$ cat src/inc/idp_pkg.sv
package idp_pkg;

  // ----------------------------------------------------------------
  // Register map
  // ----------------------------------------------------------------
  localparam logic [7:0]  ADDR_CTRL      = 8'h00;
  localparam logic [7:0]  ADDR_CAPACITY  = 8'h04;
  localparam logic [7:0]  ADDR_SERIAL    = 8'h08;
  localparam logic [7:0]  ADDR_SECURITY  = 8'h0C;
  localparam logic [7:0]  ADDR_STATUS    = 8'h10;
  localparam logic [7:0]  ADDR_MAXCUR    = 8'h14;

  localparam int          CTRL_NCQ_BIT   = 0;
  localparam int          CTRL_MDMA_BIT  = 1;
  localparam int          CTRL_MSEL_LSB  = 8;
  localparam int          CTRL_USEL_LSB  = 16;
  localparam int          SEC_WP_LSB     = 24;

  localparam logic [31:0] CTRL_RESET     = 32'h0000_0403;
  localparam logic [31:0] CAPACITY_RESET = 32'h0000_0000;
  localparam logic [31:0] SERIAL_RESET   = 32'h2020_2020;
  localparam logic [15:0] SECURITY_RESET = 16'h0009;
  localparam logic [15:0] MAXCUR_RESET   = 16'h80FA;

  // ----------------------------------------------------------------
  // Page layout
  // ----------------------------------------------------------------
  localparam logic [7:0]  CMD_IDENTIFY   = 8'hEC;
  localparam logic [7:0]  LAST_WORD      = 8'hFF;
  localparam logic [7:0]  INTEGRITY_SIG  = 8'hA5;
  localparam logic [15:0] GEN_CONFIG     = 16'h045A;
  localparam logic [15:0] WORD5_VAL      = 16'h0200;
  localparam logic [15:0] SPACE_PAIR     = 16'h2020;
  localparam logic [7:0]  MDMA_SUPPORT   = 8'h07;
  localparam logic [15:0] PIO_ADV        = 16'h0003;
  localparam logic [15:0] CYCLE_TIME     = 16'h0078;
  localparam logic [15:0] CARD_SPEC      = 16'h8000;
  localparam logic [15:0] QUEUE_DEPTH    = 16'h001F;
  localparam logic [15:0] LINK_CAP_NCQ   = 16'h0306;
  localparam logic [15:0] LINK_CAP_PLAIN = 16'h0206;
  localparam logic [15:0] MAJOR_VER      = 16'h01E0;
  localparam logic [15:0] ALL_ONES       = 16'hFFFF;
  localparam logic [15:0] FSET_SUP0      = 16'h742B;
  localparam logic [15:0] FSET_SUP1      = 16'h7401;
  localparam logic [15:0] FSET_COMMON    = 16'h4020;
  localparam logic [15:0] FSET_ENA0      = 16'h7409;
  localparam logic [15:0] FSET_ENA1      = 16'hB401;
  localparam logic [7:0]  UDMA_SUPPORT   = 8'h7F;
  localparam logic [15:0] MASTER_PW_REV  = 16'hFFFE;
  localparam logic [15:0] ONE_WORD       = 16'h0001;
  localparam logic [15:0] FSET_EXT       = 16'h4000;
  localparam logic [15:0] PHY_SLEEP_CAP  = 16'h8001;
  localparam logic [15:0] XPORT_MAJOR    = 16'h101F;

  typedef enum logic [1:0] {
    IDP_IDLE = 2'b00,
    IDP_SEND = 2'b01,
    IDP_DRAIN = 2'b11
  } idp_state_e;

endpackage

$ cat src/rtl/idp_page_builder.sv
// Our own choices: the placing of the registers and register access over APB.
`timescale 1ns/1ps
module idp_page_builder #(
  parameter logic [15:0] GEO_CYLINDERS = 16'h0000,
  parameter logic [15:0] GEO_HEADS     = 16'h0000,
  parameter logic [15:0] GEO_SPT       = 16'h0000
) (
  input  wire logic        core_clk,
  input  wire logic        sys_rst,
  input  wire logic        psel,
  input  wire logic        penable,
  input  wire logic        pwrite,
  input  wire logic [7:0]  paddr,
  input  wire logic [31:0] pwdata,
  output logic      [31:0] prdata,
  output logic             pready,
  output logic             pslverr,
  input  wire logic        cmd_valid,
  input  wire logic [7:0]  cmd_code,
  output logic             cmd_accept,
  output logic             cmd_reject,
  output logic [15:0]      page_data,
  output logic             page_valid,
  output logic             page_last,
  input  wire logic        page_ready
);
  import idp_pkg::*;

  // Word 3 carries the head count in its low byte only
  if (GEO_HEADS[15:8] != 8'h00) begin : g_heads_chk
    $error("GEO_HEADS must fit in eight bits");
  end

  // ----------------------------------------------------------------
  // Registers
  // ----------------------------------------------------------------
  logic [31:0] ctrl_r;
  logic [31:0] capacity_r;
  logic [31:0] serial_r;
  logic [15:0] security_r;
  logic [7:0]  wp_status_r;
  logic [15:0] maxcur_r;
  logic [31:0] prdata_r;
  logic        pready_r;
  logic        pslverr_r;
  logic [15:0] pages_sent_r;

  idp_state_e  state_r;
  logic [7:0]  idx_r;
  logic [7:0]  sum_r;
  logic [15:0] data_r;
  logic        valid_r;
  logic        last_r;
  logic        accept_r;
  logic        reject_r;

  logic        ncq_en;
  logic        mdma_en;
  logic [2:0]  mdma_sel;
  logic [7:0]  udma_sel;
  logic        busy;
  logic        acc_done;
  logic        addr_ok;
  logic        load;
  logic [15:0] word_nxt;
  logic [7:0]  sum_nxt;
  logic [31:0] rd_nxt;

  assign ncq_en   = ctrl_r[CTRL_NCQ_BIT];
  assign mdma_en  = ctrl_r[CTRL_MDMA_BIT];
  assign mdma_sel = ctrl_r[CTRL_MSEL_LSB +: 3];
  assign udma_sel = ctrl_r[CTRL_USEL_LSB +: 8];
  assign busy     = (state_r != IDP_IDLE);
  assign acc_done = psel & penable & pready_r;

  // ----------------------------------------------------------------
  // APB slave
  // ----------------------------------------------------------------
  always_comb begin
    addr_ok = 1'b1;
    rd_nxt  = 32'h0000_0000;
    unique case (paddr)
      ADDR_CTRL:     rd_nxt = ctrl_r;
      ADDR_CAPACITY: rd_nxt = capacity_r;
      ADDR_SERIAL:   rd_nxt = serial_r;
      ADDR_SECURITY: rd_nxt = {wp_status_r, 8'h00, security_r};
      ADDR_STATUS:   rd_nxt = {pages_sent_r, idx_r, 7'h00, busy};
      ADDR_MAXCUR:   rd_nxt = {16'h0000, maxcur_r};
      default:       addr_ok = 1'b0;
    endcase
  end

  // One wait cycle: pready rises in the second access cycle
  always_ff @(posedge core_clk or posedge sys_rst) begin
    if (sys_rst) begin
      pready_r  <= 1'b0;
      pslverr_r <= 1'b0;
      prdata_r  <= 32'h0000_0000;
    end else if (psel & penable & ~pready_r) begin
      pready_r  <= 1'b1;
      pslverr_r <= ~addr_ok;
      prdata_r  <= pwrite ? 32'h0000_0000 : rd_nxt;
    end else begin
      pready_r  <= 1'b0;
      pslverr_r <= 1'b0;
      prdata_r  <= 32'h0000_0000;
    end
  end

  // Register writes are dropped, not held, while a page is in flight so that
  // the checksum always matches the words actually sent
  always_ff @(posedge core_clk or posedge sys_rst) begin
    if (sys_rst) begin
      ctrl_r      <= CTRL_RESET;
      capacity_r  <= CAPACITY_RESET;
      serial_r    <= SERIAL_RESET;
      security_r  <= SECURITY_RESET;
      wp_status_r <= 8'h00;
      maxcur_r    <= MAXCUR_RESET;
    end else if (acc_done & pwrite & ~busy) begin
      unique case (paddr)
        ADDR_CTRL:     ctrl_r      <= pwdata;
        ADDR_CAPACITY: capacity_r  <= pwdata;
        ADDR_SERIAL:   serial_r    <= pwdata;
        ADDR_SECURITY: begin
          security_r  <= pwdata[15:0];
          wp_status_r <= pwdata[SEC_WP_LSB +: 8];
        end
        ADDR_MAXCUR:   maxcur_r    <= pwdata[15:0];
        default: ;
      endcase
    end
  end

  // ----------------------------------------------------------------
  // Page content
  // ----------------------------------------------------------------
  always_comb begin
    word_nxt = 16'h0000;
    unique case (idx_r)
      8'd0:   word_nxt = GEN_CONFIG;
      8'd1:   word_nxt = GEO_CYLINDERS;
      8'd3:   word_nxt = GEO_HEADS;
      8'd5:   word_nxt = WORD5_VAL;
      8'd6:   word_nxt = GEO_SPT;
      8'd7:   word_nxt = capacity_r[31:16];
      8'd8:   word_nxt = capacity_r[15:0];
      8'd10, 8'd11, 8'd12, 8'd13, 8'd14,
      8'd15, 8'd16, 8'd17: word_nxt = SPACE_PAIR;
      8'd18:  word_nxt = serial_r[31:16];
      8'd19:  word_nxt = serial_r[15:0];
      8'd60:  word_nxt = capacity_r[15:0];
      8'd61:  word_nxt = capacity_r[31:16];
      8'd63:  word_nxt = mdma_en ? {5'h00, mdma_sel, MDMA_SUPPORT} : 16'h0000;
      8'd64:  word_nxt = PIO_ADV;
      8'd65, 8'd66, 8'd67, 8'd68: word_nxt = CYCLE_TIME;
      8'd69:  word_nxt = CARD_SPEC;
      8'd75:  word_nxt = ncq_en ? QUEUE_DEPTH : 16'h0000;
      8'd76:  word_nxt = ncq_en ? LINK_CAP_NCQ : LINK_CAP_PLAIN;
      8'd80:  word_nxt = MAJOR_VER;
      8'd81:  word_nxt = ALL_ONES;
      8'd82:  word_nxt = FSET_SUP0;
      8'd83:  word_nxt = FSET_SUP1;
      8'd84:  word_nxt = FSET_COMMON;
      8'd85:  word_nxt = FSET_ENA0;
      8'd86:  word_nxt = FSET_ENA1;
      8'd87:  word_nxt = FSET_COMMON;
      8'd88:  word_nxt = {udma_sel, UDMA_SUPPORT};
      8'd92:  word_nxt = MASTER_PW_REV;
      8'd100: word_nxt = capacity_r[15:0];
      8'd101: word_nxt = capacity_r[31:16];
      8'd105: word_nxt = ONE_WORD;
      8'd119, 8'd120: word_nxt = FSET_EXT;
      8'd128: word_nxt = security_r;
      8'd129: word_nxt = {wp_status_r, 8'h00};
      8'd160: word_nxt = maxcur_r;
      8'd161: word_nxt = PHY_SLEEP_CAP;
      8'd169: word_nxt = ONE_WORD;
      8'd217: word_nxt = ONE_WORD;
      8'd222: word_nxt = XPORT_MAJOR;
      8'd223: word_nxt = ALL_ONES;
      LAST_WORD: word_nxt = {8'(8'h00 - sum_r - INTEGRITY_SIG), INTEGRITY_SIG};
      default: ;
    endcase
  end

  assign sum_nxt = 8'(sum_r + word_nxt[15:8] + word_nxt[7:0]);

  // ----------------------------------------------------------------
  // Command intake and page stream
  // ----------------------------------------------------------------
  // In IDP_SEND the output slot refills whenever it is empty or being taken
  assign load = (state_r == IDP_SEND) & (~valid_r | page_ready);

  always_ff @(posedge core_clk or posedge sys_rst) begin
    if (sys_rst) begin
      accept_r <= 1'b0;
      reject_r <= 1'b0;
    end else begin
      accept_r <= cmd_valid & ~busy & (cmd_code == CMD_IDENTIFY);
      reject_r <= cmd_valid & (busy | (cmd_code != CMD_IDENTIFY));
    end
  end

  always_ff @(posedge core_clk or posedge sys_rst) begin
    if (sys_rst) begin
      state_r <= IDP_IDLE;
    end else begin
      unique case (state_r)
        IDP_IDLE: begin
          if (cmd_valid & (cmd_code == CMD_IDENTIFY)) begin
            state_r <= IDP_SEND;
          end
        end
        IDP_SEND: begin
          if (load & (idx_r == LAST_WORD)) begin
            state_r <= IDP_DRAIN;
          end
        end
        IDP_DRAIN: begin
          if (page_ready) begin
            state_r <= IDP_IDLE;
          end
        end
        default: state_r <= IDP_IDLE;
      endcase
    end
  end

  // Word index and running byte sum over the page
  always_ff @(posedge core_clk or posedge sys_rst) begin
    if (sys_rst) begin
      idx_r <= 8'h00;
      sum_r <= 8'h00;
    end else if (state_r == IDP_IDLE) begin
      idx_r <= 8'h00;
      sum_r <= 8'h00;
    end else if (load) begin
      idx_r <= 8'(idx_r + 8'h01);
      sum_r <= sum_nxt;
    end
  end

  always_ff @(posedge core_clk or posedge sys_rst) begin
    if (sys_rst) begin
      data_r  <= 16'h0000;
      valid_r <= 1'b0;
      last_r  <= 1'b0;
    end else if (load) begin
      data_r  <= word_nxt;
      valid_r <= 1'b1;
      last_r  <= (idx_r == LAST_WORD);
    end else if (page_ready) begin
      data_r  <= 16'h0000;
      valid_r <= 1'b0;
      last_r  <= 1'b0;
    end
  end

  always_ff @(posedge core_clk or posedge sys_rst) begin
    if (sys_rst) begin
      pages_sent_r <= 16'h0000;
    end else if (valid_r & last_r & page_ready) begin
      pages_sent_r <= 16'(pages_sent_r + 16'h0001);
    end
  end

  // ----------------------------------------------------------------
  // Outputs
  // ----------------------------------------------------------------
  assign prdata     = prdata_r;
  assign pready     = pready_r;
  assign pslverr    = pslverr_r;
  assign cmd_accept = accept_r;
  assign cmd_reject = reject_r;
  assign page_data  = data_r;
  assign page_valid = valid_r;
  assign page_last  = last_r;

endmodule

$ cat config.mk
export PLATFORM = sky130hd
export DESIGN_NAME = idp_page_builder
export DESIGN_NICKNAME = d
export VERILOG_FILES = /design/src/inc/idp_pkg.sv /design/src/rtl/idp_page_builder.sv
export SDC_FILE = /design/constraint.sdc
export NUM_CORES = 1
export LEC_CHECK = 0
export ABC_CLOCK_PERIOD_IN_PS = 7050
export BUFFER_PORTS_ARGS = -buffer_cell sky130_fd_sc_hd__buf_2
export CORE_MARGIN = 2
export CORE_UTILIZATION = 24
export DETAILED_ROUTE_END_ITERATION = 6
export SLEW_MARGIN = 30
export SYNTH_ARGS = -nofsm -noshare
export SYNTH_HDL_FRONTEND = slang
export SYNTH_SLANG_ARGS = --single-unit
$ cat constraint.sdc
create_clock -name core_clk -period 7.05 [get_ports core_clk]
set_input_delay 0 -clock core_clk [delete_from_list [all_inputs] [get_ports core_clk]]
set_output_delay 0 -clock core_clk [all_outputs]
set_load 0.02 [all_outputs]
Word-level counts from Yosys, hierarchy flattened. Cells that the tools add are included.

Register bits after elaboration: 224. Input bits: 55. Output and inout port bits: 54. Logic and storage cells: 147.

Add/subtract/negate cells: 6. Equal/unequal tests: 60. Muxes and demuxes: 23. Bitwise gates (word level): 19. Reductions and logical operators: 21.

Operator list (count): $pmux 16 s30 (1); $pmux 32 s6 (1); $eq 8x7->1 const B (23); $eq 8x8->1 const B (10); $eq 8x4->1 const B (9); $mux 32 (2); $eq 8x5->1 const B (6); $mux 16 (2); $mux 8 (4); $eq 8x3->1 const B (3); $eq 8x6->1 const B (3); $add 16x1->16 const B (1); $add 8x8->8 (2); $logic_not 8->1 (2); $and 1x1->1 (13); $mux 11 (1); $reduce_and 2->1 (5); $mux 9 (1); $reduce_or 3->1 (3); $add 8x1->8 const B (1); $ne 8x8->1 const B (1); $reduce_or 8->1 (1); $sub 1x8->8 const A (1); $sub 8x8->8 const B (1); 16 further kinds (32).

Logic depth before layout (Yosys ltp). Gate-level depths: netlist of the first run.

Word-level depth: 7. Depth in mapped cells: 21. Gate-level depth less buffers: 20.

Worst setup path before layout of the first run. No wires, ideal clock.

Kind: reg2reg. Start: reg idx_r[0]. End: reg sum_r[7]. Setup time: 77 ps. Data arrival time: 3979 ps. Data required time: 6973 ps. Slack: 2994 ps. Stages on the path, launching flop included: 21. Path buffers: 2. Clock period less this slack: 4056 ps. Cell sequence: dfrtp_1 > inv_1 > ha_1 > clkbuf_1 > clkbuf_1 > a32o_1 > a211oi_1 > nand2_1 > a221oi_1 > fa_1 > inv_1 > ha_1 > inv_1 > fa_1 > nor2b_1 > nor3_1 > o21bai_1 > a21oi_1 > xnor2_1 > xnor3_1 > o21ai_1.

Longest elaborated chain between the ends: 7. Elaborated cells on any way between the ends: 62. Classes of those cells: add/sub: 2; eq/ne: 48; mux: 3; reduce/logical: 9.

Ends and longest elaborated chain: from (decl) (line idp_page_builder.sv:49) `logic [7:0] idx_r;`; from (signal assigned) (line idp_page_builder.sv:239) `idx_r <= 8'(idx_r + 8'h01);`; $eq 8x4->1, or another cell as far along (line idp_page_builder.sv:140) `unique case (idx_r)`; $reduce_or 8->1, or another cell as far along (line idp_page_builder.sv:140); $pmux 16 s30 (*) (line idp_page_builder.sv:140); $add 8x8->8 (line idp_page_builder.sv:187) `assign sum_nxt = 8'(sum_r + word_nxt[15:8] + word_nxt[7:0]);`; $add 8x8->8 (*) (line idp_page_builder.sv:187); $mux 8 (*) (line idp_page_builder.sv:238) `end else if (load) begin`; $mux 8 (*) (line idp_page_builder.sv:235) `end else if (state_r == IDP_IDLE) begin`; to (signal assigned) (line idp_page_builder.sv:240) `sum_r <= sum_nxt;`; to (decl) (line idp_page_builder.sv:50) `logic [7:0] sum_r;`.

Mark *: on every way between the ends. The rest lies on a longest branch, timed or not. The select of a mux whose other input is x is not followed. A chain may end at the register's enable or synchronous reset.

Final worst setup path of the first run.
Start: reg idx_r[6]. End: reg sum_r[7].

The elaborated chain is that of the path after synthesis.

==> flow_summary.json, run 1 <==
{
  "status": "finished clean",
  "area_growth_pct": 23.0,
  "cp.required_ns": 7.54,
  "die_area_um2": 49700,
  "synthTopCellsByArea": "dfrtp_1 45%, mux2_2 13%, mux2i_1 4.7%",
  "route.vias.total": 9366,
  "reg2reg_depth": 18,
  "arrival_ns": 5.43,
  "synth-main-ff-cell": "dfrtp_1",
  "drive_above_1_share_pct": 28.4,
  "finalHoldViolations": 0,
  "post_drt_wl_per_cell_um": 23.8,
  "rsz0062_at_grt": "no",
  "pwr_density_cell_nw_per_um2": 209,
  "drtPass1Iterations": 6,
  "finalWorstSetupSlack_ns": 2.11,
  "die-width_um": 223,
  "grtUsageTotal_pct": 17.3,
  "routed_wl_um": 43200,
  "nets": 1256,
  "synth_top_area_share_pct": 45.3,
  "ant_nets": 0,
  "globalRouteOverflowTotal": 0,
  "yosysWarningCount": 0,
  "ys_ff_latch": 224,
  "fin_cells": 1818,
  "synth_area_um2": 11500,
  "numClockSinks": 224,
  "numPortBuffers": 108,
  "synth-edff-count": 0,
  "start_kind": "flop",
  "maxSlewHeadroom_pct": 33.2,
  "max_freq_ghz": 0.202,
  "async_reset_ff_share_pct": 100,
  "path_clk_slew_ns": 0.06,
  "placeableCoreArea_um2": 47500,
  "place_hpwl_um": 31800,
  "cts_buffers": 27,
  "finalSetupViolCount": 0,
  "clk_latency_ns": 0.57,
  "maxCapViolations": 0,
  "ir_drop_uv": 158,
  "post-place-ws_ns": 2.16,
  "ys_seq_area_share_pct": 48.9,
  "htreeDepth": 1,
  "tightest_slew_ns": 0.993,
  "cts_tree": "done",
  "yosysTopAreaCell": "dfrtp_1",
  "yosys.cell_types.count": 72,
  "die_h_um": 223,
  "period_share_pct": 70.1,
  "end_kind": "flop",
  "syn_avg_cell_area_um2": 11.0,
  "antenna_found_initial": 2,
  "syn_inst": 1045,
  "grt_pass1_vias": 9469,
  "hold_ws_ns": 0.0750,
  "grt_pass1_wl_um": 64100,
  "placed_cells": 1723,
  "start_util_pct": 24.2,
  "setup-tns-final_ns": 0,
  "remaining_drc_errors": 0,
  "io_pins": 109,
  "drv_slew": 0,
  "cts.path.max_buffers": 3,
  "syn_nets": 1120,
  "crit_type": "flop to flop",
  "vias_per_cell": 5.15,
  "dr.first_iter.drc_count": 943,
  "layout_min_cycle_time_ns": 4.94,
  "critical_path_peak_fanout": 23,
  "p_leak_uw": 0.00655,
  "gp_congestion": 1.02,
  "min_path_cells": 4,
  "fin_skew_ns": 0.0185,
  "cts-root-buf": "clkbuf_16",
  "rows": 80,
  "hold_class": "input pin to flop",
  "grt_max_degree": 96
}
## registers in the layout, summed over array words and instances (netlist names)
name	cells
capacity_r	32
ctrl_r	32
prdata	32
serial_r	32
maxcur_r	16
page_data	16
pages_sent_r	16
security_r	16
idx_r	8
sum_r	8
wp_status_r	8
state_r	2
cmd_accept	1
cmd_reject	1
page_last	1
page_valid	1
pready	1
pslverr	1
## worst max-delay path, cell delays in order (launching register included)
cell and delay (ns):
dfrtp_1 0.83, nor4b_1 0.18, nand2_1 0.45, nor2_1 0.12
a2111oi_0 0.40, nand3_1 0.14, a221oi_1 0.49, fa_1 0.53
inv_1 0.07, ha_1 0.18, inv_1 0.06, fa_1 0.40
nor2b_1 0.16, nor3_1 0.08, o21bai_1 0.15, a21oi_1 0.09
xnor2_1 0.17, xnor3_1 0.23, o21ai_1 0.12
## cell usage in the layout, fill, tap and decap left out, drive strengths merged, types with 21 or more instances in the layout
master	netlist	layout
a21oi	41	41
buf	28	135
clkbuf	43	37
dfrtp	208	208
dlygate4sd3	0	43
inv	18	21
mux2	136	136
mux2i	54	54
nand2	63	63
nand3	40	40
nor2	76	76
o21ai	36	36
o22ai	23	23
## timing repair
| action | in CTS | in global routing |
|---|---|---|
| gates resized for setup | 0 | 0 |
| hold buffers | 43 | 0 |
| hold endpoints to repair | 243 | 0 |
| setup endpoints to repair | 0 | 0 |
| setup buffers | 0 | 0 |
## Yosys cell counts (all sizes together), types with 6 or more instances
master and number:
a222oi 8, nand4 10, nand3 40, mux2i 54
mux2 136, a22oi 19, ha 12, dfstp 16
xor2 8, nor3 12, clkbuf 43, o22ai 23
a21o 11, a211oi 14, buf 28, inv 18
and3 19, nor2b 11, fa 8, nor2 76
a221oi 14, dfrtp 208, xnor2 16, nor4 6
a31oi 7, a22o 7, a21oi 41, nand2 63
o21ai 36
## worst paths after layout
kind | to | slack, ns | from
hold reg to reg | pages_sent_r[15] | 0.48 | pages_sent_r[15]
min in group asynchronous | prdata[19] | 0.09 | sys_rst
setup reg to reg | sum_r[7] | 2.11 | idx_r[6]
max in group asynchronous | maxcur_r[7] | 5.63 | sys_rst
setup / recovery | sum_r[7] | 2.11 | idx_r[6]
hold / removal | prdata[13] | 0.08 | psel
## cells by family after synthesis
group,share of synthesized area (%)
AO/OA/AOI/OAI,13.6
adder cells (fa/ha/maj),2.70
AND/OR/NAND/NOR,11.6
buffers and inverters,3.03
flip-flops,48.9
multiplexers,18.0
XOR/XNOR,2.02
## power breakdown
group	leakage, µW	switching (µW)	internal, µW
combinational	0.00306	139	82.9
clock	0.000441	584	828
sequential	0.00305	15.9	1300
total	0.00655	738	2210
## cell type report
type                       count  area [µm²]
fill                        4915       33400
sequential                   224        5630
multi-input combinational    732        5550
timing repair buffer         178        1220
tap                          615         769
clock buffer                  37         753
clock inverter                13         145
inverter                      18        75.1
antenna                        1        2.50
## per-stage QoR
stage / area (µm²) / util, % / total power [µW]
6_report: 14100 / 29.7 / 2950
5_1_grt: 14100 / 29.7 / 3070
4_1_cts: 14100 / 29.7 / 2990
3_5_place_dp: 12800 / 26.9 / 1540
3_3_place_gp: 12700 / 26.8 / 1540
2_1_floorplan: 11500 / - / 1460
## routing by layer
layer / track usage (%) / part of all wire, % / up-vias
met5: 0 / 0.025 / -
met4: 7.90 / 4.4 / 2
met3: 3.62 / 6.1 / 71
met2: 26.8 / 45 / 322
met1: 23.0 / 44 / 4802
li1: - / - / 4169
Power figures use the tool's default switching activity.
==> run 2: changes to the inputs <==
--- a/config.mk
+++ b/config.mk
@@ -5,7 +5,7 @@
 export SDC_FILE = /design/constraint.sdc
 export NUM_CORES = 1
 export LEC_CHECK = 0
-export ABC_CLOCK_PERIOD_IN_PS = 7050
+export ABC_CLOCK_PERIOD_IN_PS = 4000
 export BUFFER_PORTS_ARGS = -buffer_cell sky130_fd_sc_hd__buf_2
 export CORE_MARGIN = 2
 export CORE_UTILIZATION = 24
==> constraint.sdc (replaced) <==
create_clock -name core_clk -period 4 [get_ports core_clk]
set_input_delay 0 -clock core_clk [delete_from_list [all_inputs] [get_ports core_clk]]
set_output_delay 0 -clock core_clk [all_outputs]
set_load 0.02 [all_outputs]
==> run 2 against run 1 <==
Net effect:
- the run now ends with design-rule violations, negative setup slack left
- die area is the same
- maximum frequency is 22% higher
- wire length up 6.4%
- first-iteration DRC count shrank 13%
- utilization is 3.7 points higher
- critical path depth stayed put
- largest power group unchanged
==> flow_summary.json, run 2 (same netlist as run 1, synthesis figures left out) <==
{
  "reg2reg_depth": 18,
  "hold_class": "input pin to flop",
  "finalWorstSetupSlack_ns": -0.0413,
  "min_path_cells": 4,
  "rr_endpoint": "sum_r[7]",
  "pwr_density_cell_nw_per_um2": 335,
  "route.vias.total": 10100,
  "maxSlewHeadroom_pct": 42.6,
  "crit_type": "flop to flop",
  "mostFrequentLayoutCells": "203 x dfrtp_1, 185 x buf_4, 133 x mux2_2",
  "placeableCoreArea_um2": 47500,
  "clk_latency_ns": 0.57,
  "reg2reg_slack_ns": -0.04,
  "drv_slew": 0,
  "setup-tns-final_ns": -0.0413,
  "layout_min_cycle_time_ns": 4.04,
  "critical_path_peak_fanout": 7,
  "crit_chain": "buf_6, ha_4, buf_12, nor2b_1, a211oi_2, o21ai_0, a21oi_2, nand3_1, fa_1, inv_1, fa_2, nor2b_4, nor3_2, o21bai_1, a21oi_2, xnor2_1, xnor3_1, o21ai_1",
  "start_util_pct": 24.2,
  "cp.required_ns": 4.49,
  "finalSetupViolCount": 1,
  "rows": 80,
  "end_kind": "flop",
  "violations": "design-rule violations, negative setup slack",
  "path_clk_slew_ns": 0.07,
  "tightest_slew_ns": 0.855,
  "nets": 1435,
  "remaining_drc_errors": 6,
  "cts.path.max_buffers": 3,
  "place_hpwl_um": 34600,
  "grtUsageTotal_pct": 18.4,
  "rsz0062_at_grt": "yes",
  "cts_buffers": 26,
  "die_h_um": 223,
  "timing.rr.start": "idx_r[1]",
  "post-place-ws_ns": -0.404,
  "cts_tree": "done",
  "drive_above_1_share_pct": 40.9,
  "ant_nets": 0,
  "die_area_um2": 49700,
  "n_antenna_cell": 0,
  "gp_congestion": 0.960,
  "hold_start": "psel",
  "final_common_cell": "dfrtp_1",
  "fin_util_pct": 33.4,
  "maxCapViolations": 0,
  "cts-root-buf": "clkbuf_16",
  "numClockSinks": 224,
  "globalRouteOverflowTotal": 0,
  "period_share_pct": 101,
  "cpPeakStageDelay_ns": 0.54,
  "cp_common_cell": "a21oi_2",
  "drtPass1Iterations": 7,
  "finalHoldViolations": 0,
  "status": "finished with violations",
  "arrival_ns": 4.53,
  "start_kind": "flop",
  "die-width_um": 223,
  "p_leak_uw": 0.00752,
  "grt_pass1_wl_um": 69000,
  "vias_per_cell": 5.07,
  "routed_wl_um": 46000,
  "area_growth_pct": 38.3,
  "htreeDepth": 1,
  "numPortBuffers": 108,
  "grt_max_degree": 112,
  "antenna_found_initial": 0,
  "fin_skew_ns": 0.0158,
  "hold_path_end": "prdata[9]",
  "p_total_uw": 5330,
  "post_drt_wl_per_cell_um": 23.0,
  "ir_drop_uv": 269,
  "grt_pass1_vias": 10400,
  "dr.first_iter.drc_count": 818,
  "io_pins": 109,
  "max_freq_ghz": 0.247,
  "cp_slowest_cell": "fa_1"
}
-- run 2: worst max-delay path by stage --
stage                     startpoint       end  cells past startpoint
after floorplan             idx_r[0]  sum_r[7]                     20
after global placement      idx_r[0]  sum_r[7]                     18
after detailed placement    idx_r[0]  sum_r[7]                     18
after CTS                   idx_r[6]  sum_r[7]                     21
after global routing        idx_r[1]  sum_r[7]                     21
final                       idx_r[1]  sum_r[7]                     18
-- run 2: worst max-delay path: cells and delay by family (launching register included) --
kind            cells  cell delay, ns
flops               1            0.40
fa+ha+maj           3            1.14
xor+xnor            2            0.37
buf+inv             3            0.36
simple gates        4            0.48
compound gates      6            1.21
-- run 2: layout make-up --
| class | instances | area, µm² |
|---|---|---|
| Fill cell | 4821 | 31700 |
| Multi-Input combinational cell | 732 | 5810 |
| Sequential cell | 224 | 5630 |
| Timing Repair Buffer | 358 | 2700 |
| Tap cell | 615 | 769 |
| Clock buffer | 36 | 728 |
| Clock inverter | 12 | 183 |
| Inverter | 18 | 71.3 |
-- run 2: stage by stage --
| step | hold slack [ns] | instances | instance area [µm²] |
|---|---|---|---|
| final | 0.0893 | 1995 | 15900 |
| after global routing | 0.135 | 1995 | 15900 |
| after CTS | 0.0728 | 1984 | 15700 |
| after detailed placement | 0.225 | 1868 | 14000 |
| after global placement | 0.213 | 1868 | 14000 |
| after floorplan | 0.117 | 1045 | 11500 |
-- run 2: what timing repair did --
action	4_1_cts	5_1_grt
setup buffers	24	9
hold buffers	45	1
pin swaps	19	12
endpoints found under the hold margin	180	9
setup endpoints to repair	4	3
gates cloned	0	0
gates resized for setup	62	16
-- run 2: report_power, final --
part / switching, µW / total (µW) / internal [µW]
sequential: 24.9 / 2320 / 2290
clock: 1040 / 2530 / 1490
combinational: 276 / 485 / 210
-- run 2: metal layers --
layer / wire (µm) / global-route usage [%] / vias up / share of wire (%)
met4: 1470 / 6.11 / 0 / 3.2
met3: 2220 / 2.50 / 62 / 4.8
met2: 21400 / 30.0 / 300 / 47
met5: 0 / 0 / - / 0
met1: 20900 / 25.2 / 5233 / 45
li1: - / - / 4523 / -
==> run 3: changes to the inputs <==
--- a/config.mk
+++ b/config.mk
@@ -8,8 +8,9 @@
 export ABC_CLOCK_PERIOD_IN_PS = 4000
 export BUFFER_PORTS_ARGS = -buffer_cell sky130_fd_sc_hd__buf_2
 export CORE_MARGIN = 2
-export CORE_UTILIZATION = 24
+export CORE_UTILIZATION = 45
 export DETAILED_ROUTE_END_ITERATION = 6
+export PLACE_DENSITY = 0.66
 export SLEW_MARGIN = 30
 export SYNTH_ARGS = -nofsm -noshare
 export SYNTH_HDL_FRONTEND = slang
==> run 3 against run 2 <==
Net effect:
- the run now ends clean
- sequential share of layout area is 2.0 points higher
- highest routed layer unchanged
- final cell count down 17%
- worst hold slack lost 0.034 ns
- register-to-register slack improved by 0.095 ns
- critical endpoint unchanged
- first-iteration DRC count is 21% higher
- clock power decreased by 7%
- utilization up 27 points
- power fell by 3.6%
- largest power group unchanged
==> flow_summary.json, run 3 (same netlist as run 1, synthesis figures left out) <==
{
  "finalHoldViolations": 0,
  "maxSlewHeadroom_pct": 35.0,
  "gp_congestion": 1.06,
  "arrival_ns": 4.41,
  "grtUsageTotal_pct": 31.4,
  "rsz0062_at_grt": "yes",
  "crit_family": "compound AO/OA/AOI/OAI gates",
  "hold_class": "input pin to asynchronous set/reset pin",
  "max_freq_ghz": 0.253,
  "cp_common_cell": "buf_4",
  "gr-usage-met2_pct": 48.9,
  "route.vias.total": 9881,
  "cpPeakStageDelay_ns": 0.45,
  "tightest_slew_ns": 0.973,
  "final_common_cell": "dfrtp_1",
  "pwr_density_cell_nw_per_um2": 341,
  "switching_share_pct": 24.0,
  "die-width_um": 164,
  "layout_min_cycle_time_ns": 3.95,
  "area_growth_pct": 31.0,
  "routed_wl_um": 41400,
  "p_total_uw": 5140,
  "n_antenna_cell": 0,
  "antenna_found_initial": 0,
  "period_share_pct": 98.6,
  "dr.first_iter.drc_count": 986,
  "multi_input_area_um2": 5840,
  "path_clk_slew_ns": 0.06,
  "nets": 1385,
  "end_kind": "flop",
  "clk_latency_ns": 0.54,
  "met1_usage_pct": 44.3,
  "cp_slowest_cell": "dfrtp_2",
  "fin_util_pct": 60.0,
  "cp.required_ns": 4.46,
  "intPower_uw": 3910,
  "mostFrequentLayoutCells": "205 x dfrtp_1, 147 x buf_4, 133 x mux2_2",
  "globalRouteOverflowTotal": 0,
  "io_pins": 109,
  "grt_max_degree": 146,
  "regArea_um2": 5630,
  "post_drt_wl_per_cell_um": 25.0,
  "rows": 58,
  "crit_type": "flop to flop",
  "pwr-share-comb_pct": 8.9,
  "cts_tree": "done",
  "cp_num_buf_inv": 4,
  "cts.path.max_buffers": 3,
  "crit_chain": "buf_4, buf_4, nand4bb_2, buf_4, buf_4, o21ai_2, a21oi_2, o211ai_1, a221o_1, fa_1, ha_1, nor2b_2, nor3_2, o21bai_1, a21oi_1, xnor2_1, xnor3_1, o21ai_1",
  "cts-root-buf": "clkbuf_16",
  "placeableCoreArea_um2": 25100,
  "vias_per_cell": 5.96,
  "htreeDepth": 1,
  "ant_nets": 0,
  "status": "finished clean",
  "fill_cells": 2172,
  "reg2reg_depth": 18,
  "seq_power_share_pct": 45.1,
  "maxCapViolations": 0,
  "gr-usage-met3_pct": 5.61,
  "switchingPower_uw": 1230,
  "grt_pass1_vias": 9961,
  "grt_pass1_wl_um": 62500,
  "grt_busiest_layer": "met2",
  "finalSetupViolCount": 0,
  "die_area_um2": 26800,
  "path_depth": 18,
  "drive_above_1_share_pct": 39.5,
  "start_util_pct": 45.8,
  "die_h_um": 164,
  "remaining_drc_errors": 0,
  "numPortBuffers": 108,
  "critical_path_peak_fanout": 5,
  "ir_drop_uv": 328,
  "drtPass1Iterations": 5,
  "cts_buffers": 25,
  "reg2reg_slack_ns": 0.05,
  "start_kind": "flop",
  "fin_skew_ns": 0.00798,
  "numClockSinks": 224,
  "p_clk_share_pct": 46.0,
  "drv_slew": 0,
  "p_leak_uw": 0.00722,
  "place_hpwl_um": 30200
}
run 3: cell count changes in the layout (fill, tap and decap cells not counted), sizes merged:
cell and delta:
buf -46, bufbuf +1, bufinv -1, clkbuf +2, clkinv -1, clkinvlp -1
dlygate4sd3 -4, inv -1
run 3: area by class of cell:
cell class                      count  area share (%)
Inverter                           18           0.474
Clock buffer                       38            4.95
Multi-Input combinational cell    732            38.8
Timing Repair Buffer              309            14.9
Tap cell                          330            2.74
Clock inverter                      8           0.740
Sequential cell                   224            37.4
run 3: final timing paths:
check,end,start
max,sum_r[7],idx_r[5]
min,maxcur_r[12],sys_rst
max reg2reg,sum_r[7],idx_r[5]
min reg2reg,pages_sent_r[15],pages_sent_r[15]
max in group asynchronous,idx_r[1],sys_rst
min in group core_clk,prdata[20],paddr[3]
run 3: timing repair:
| item | 4_1_cts | 5_1_grt |
|---|---|---|
| cloned | 1 | 0 |
| hold endpoints to repair | 172 | 0 |
| setup buffers | 8 | 7 |
| endpoints found under the setup margin | 2 | 4 |
| pin swaps | 10 | 20 |
| hold buffers | 42 | 0 |
| resized for setup | 38 | 49 |
run 3: tightest hold or removal path, stage by stage:
cell and delay, ns:
dlygate4sd3_1 0.53, buf_2 0.13, clkinvlp_4 0.38
run 3: stage by stage:
step	setup TNS, ns	worst slack [ns]	area [µm²]	std cells	hold slack, ns
floorplan	0	0.0293	11500	1045	0.117
global placement	-0.157	-0.157	13300	1555	0.0765
detailed placement	-0.263	-0.230	13300	1555	0.0808
CTS	0	0.000562	14800	1652	0.0448
global route	-0.264	-0.134	15100	1659	0.0978
finish	0	0.0541	15100	1659	0.0553
run 3: power by group through the flow:
stage / logic [µW] / registers [µW] / clock network, µW
after floorplan: 201 / 2370 / 0
after global placement: 395 / 2360 / 0
after detailed placement: 399 / 2360 / 0
after CTS: 443 / 2320 / 2400
after global routing: 499 / 2320 / 2490
final: 456 / 2320 / 2360
run 3: layer usage:
layer | vias up | routed length (µm)
li1 | 4401 | -
met1 | 5014 | 18200
met2 | 386 | 18800
met3 | 80 | 2940
met4 | 0 | 1470
met5 | - | 0
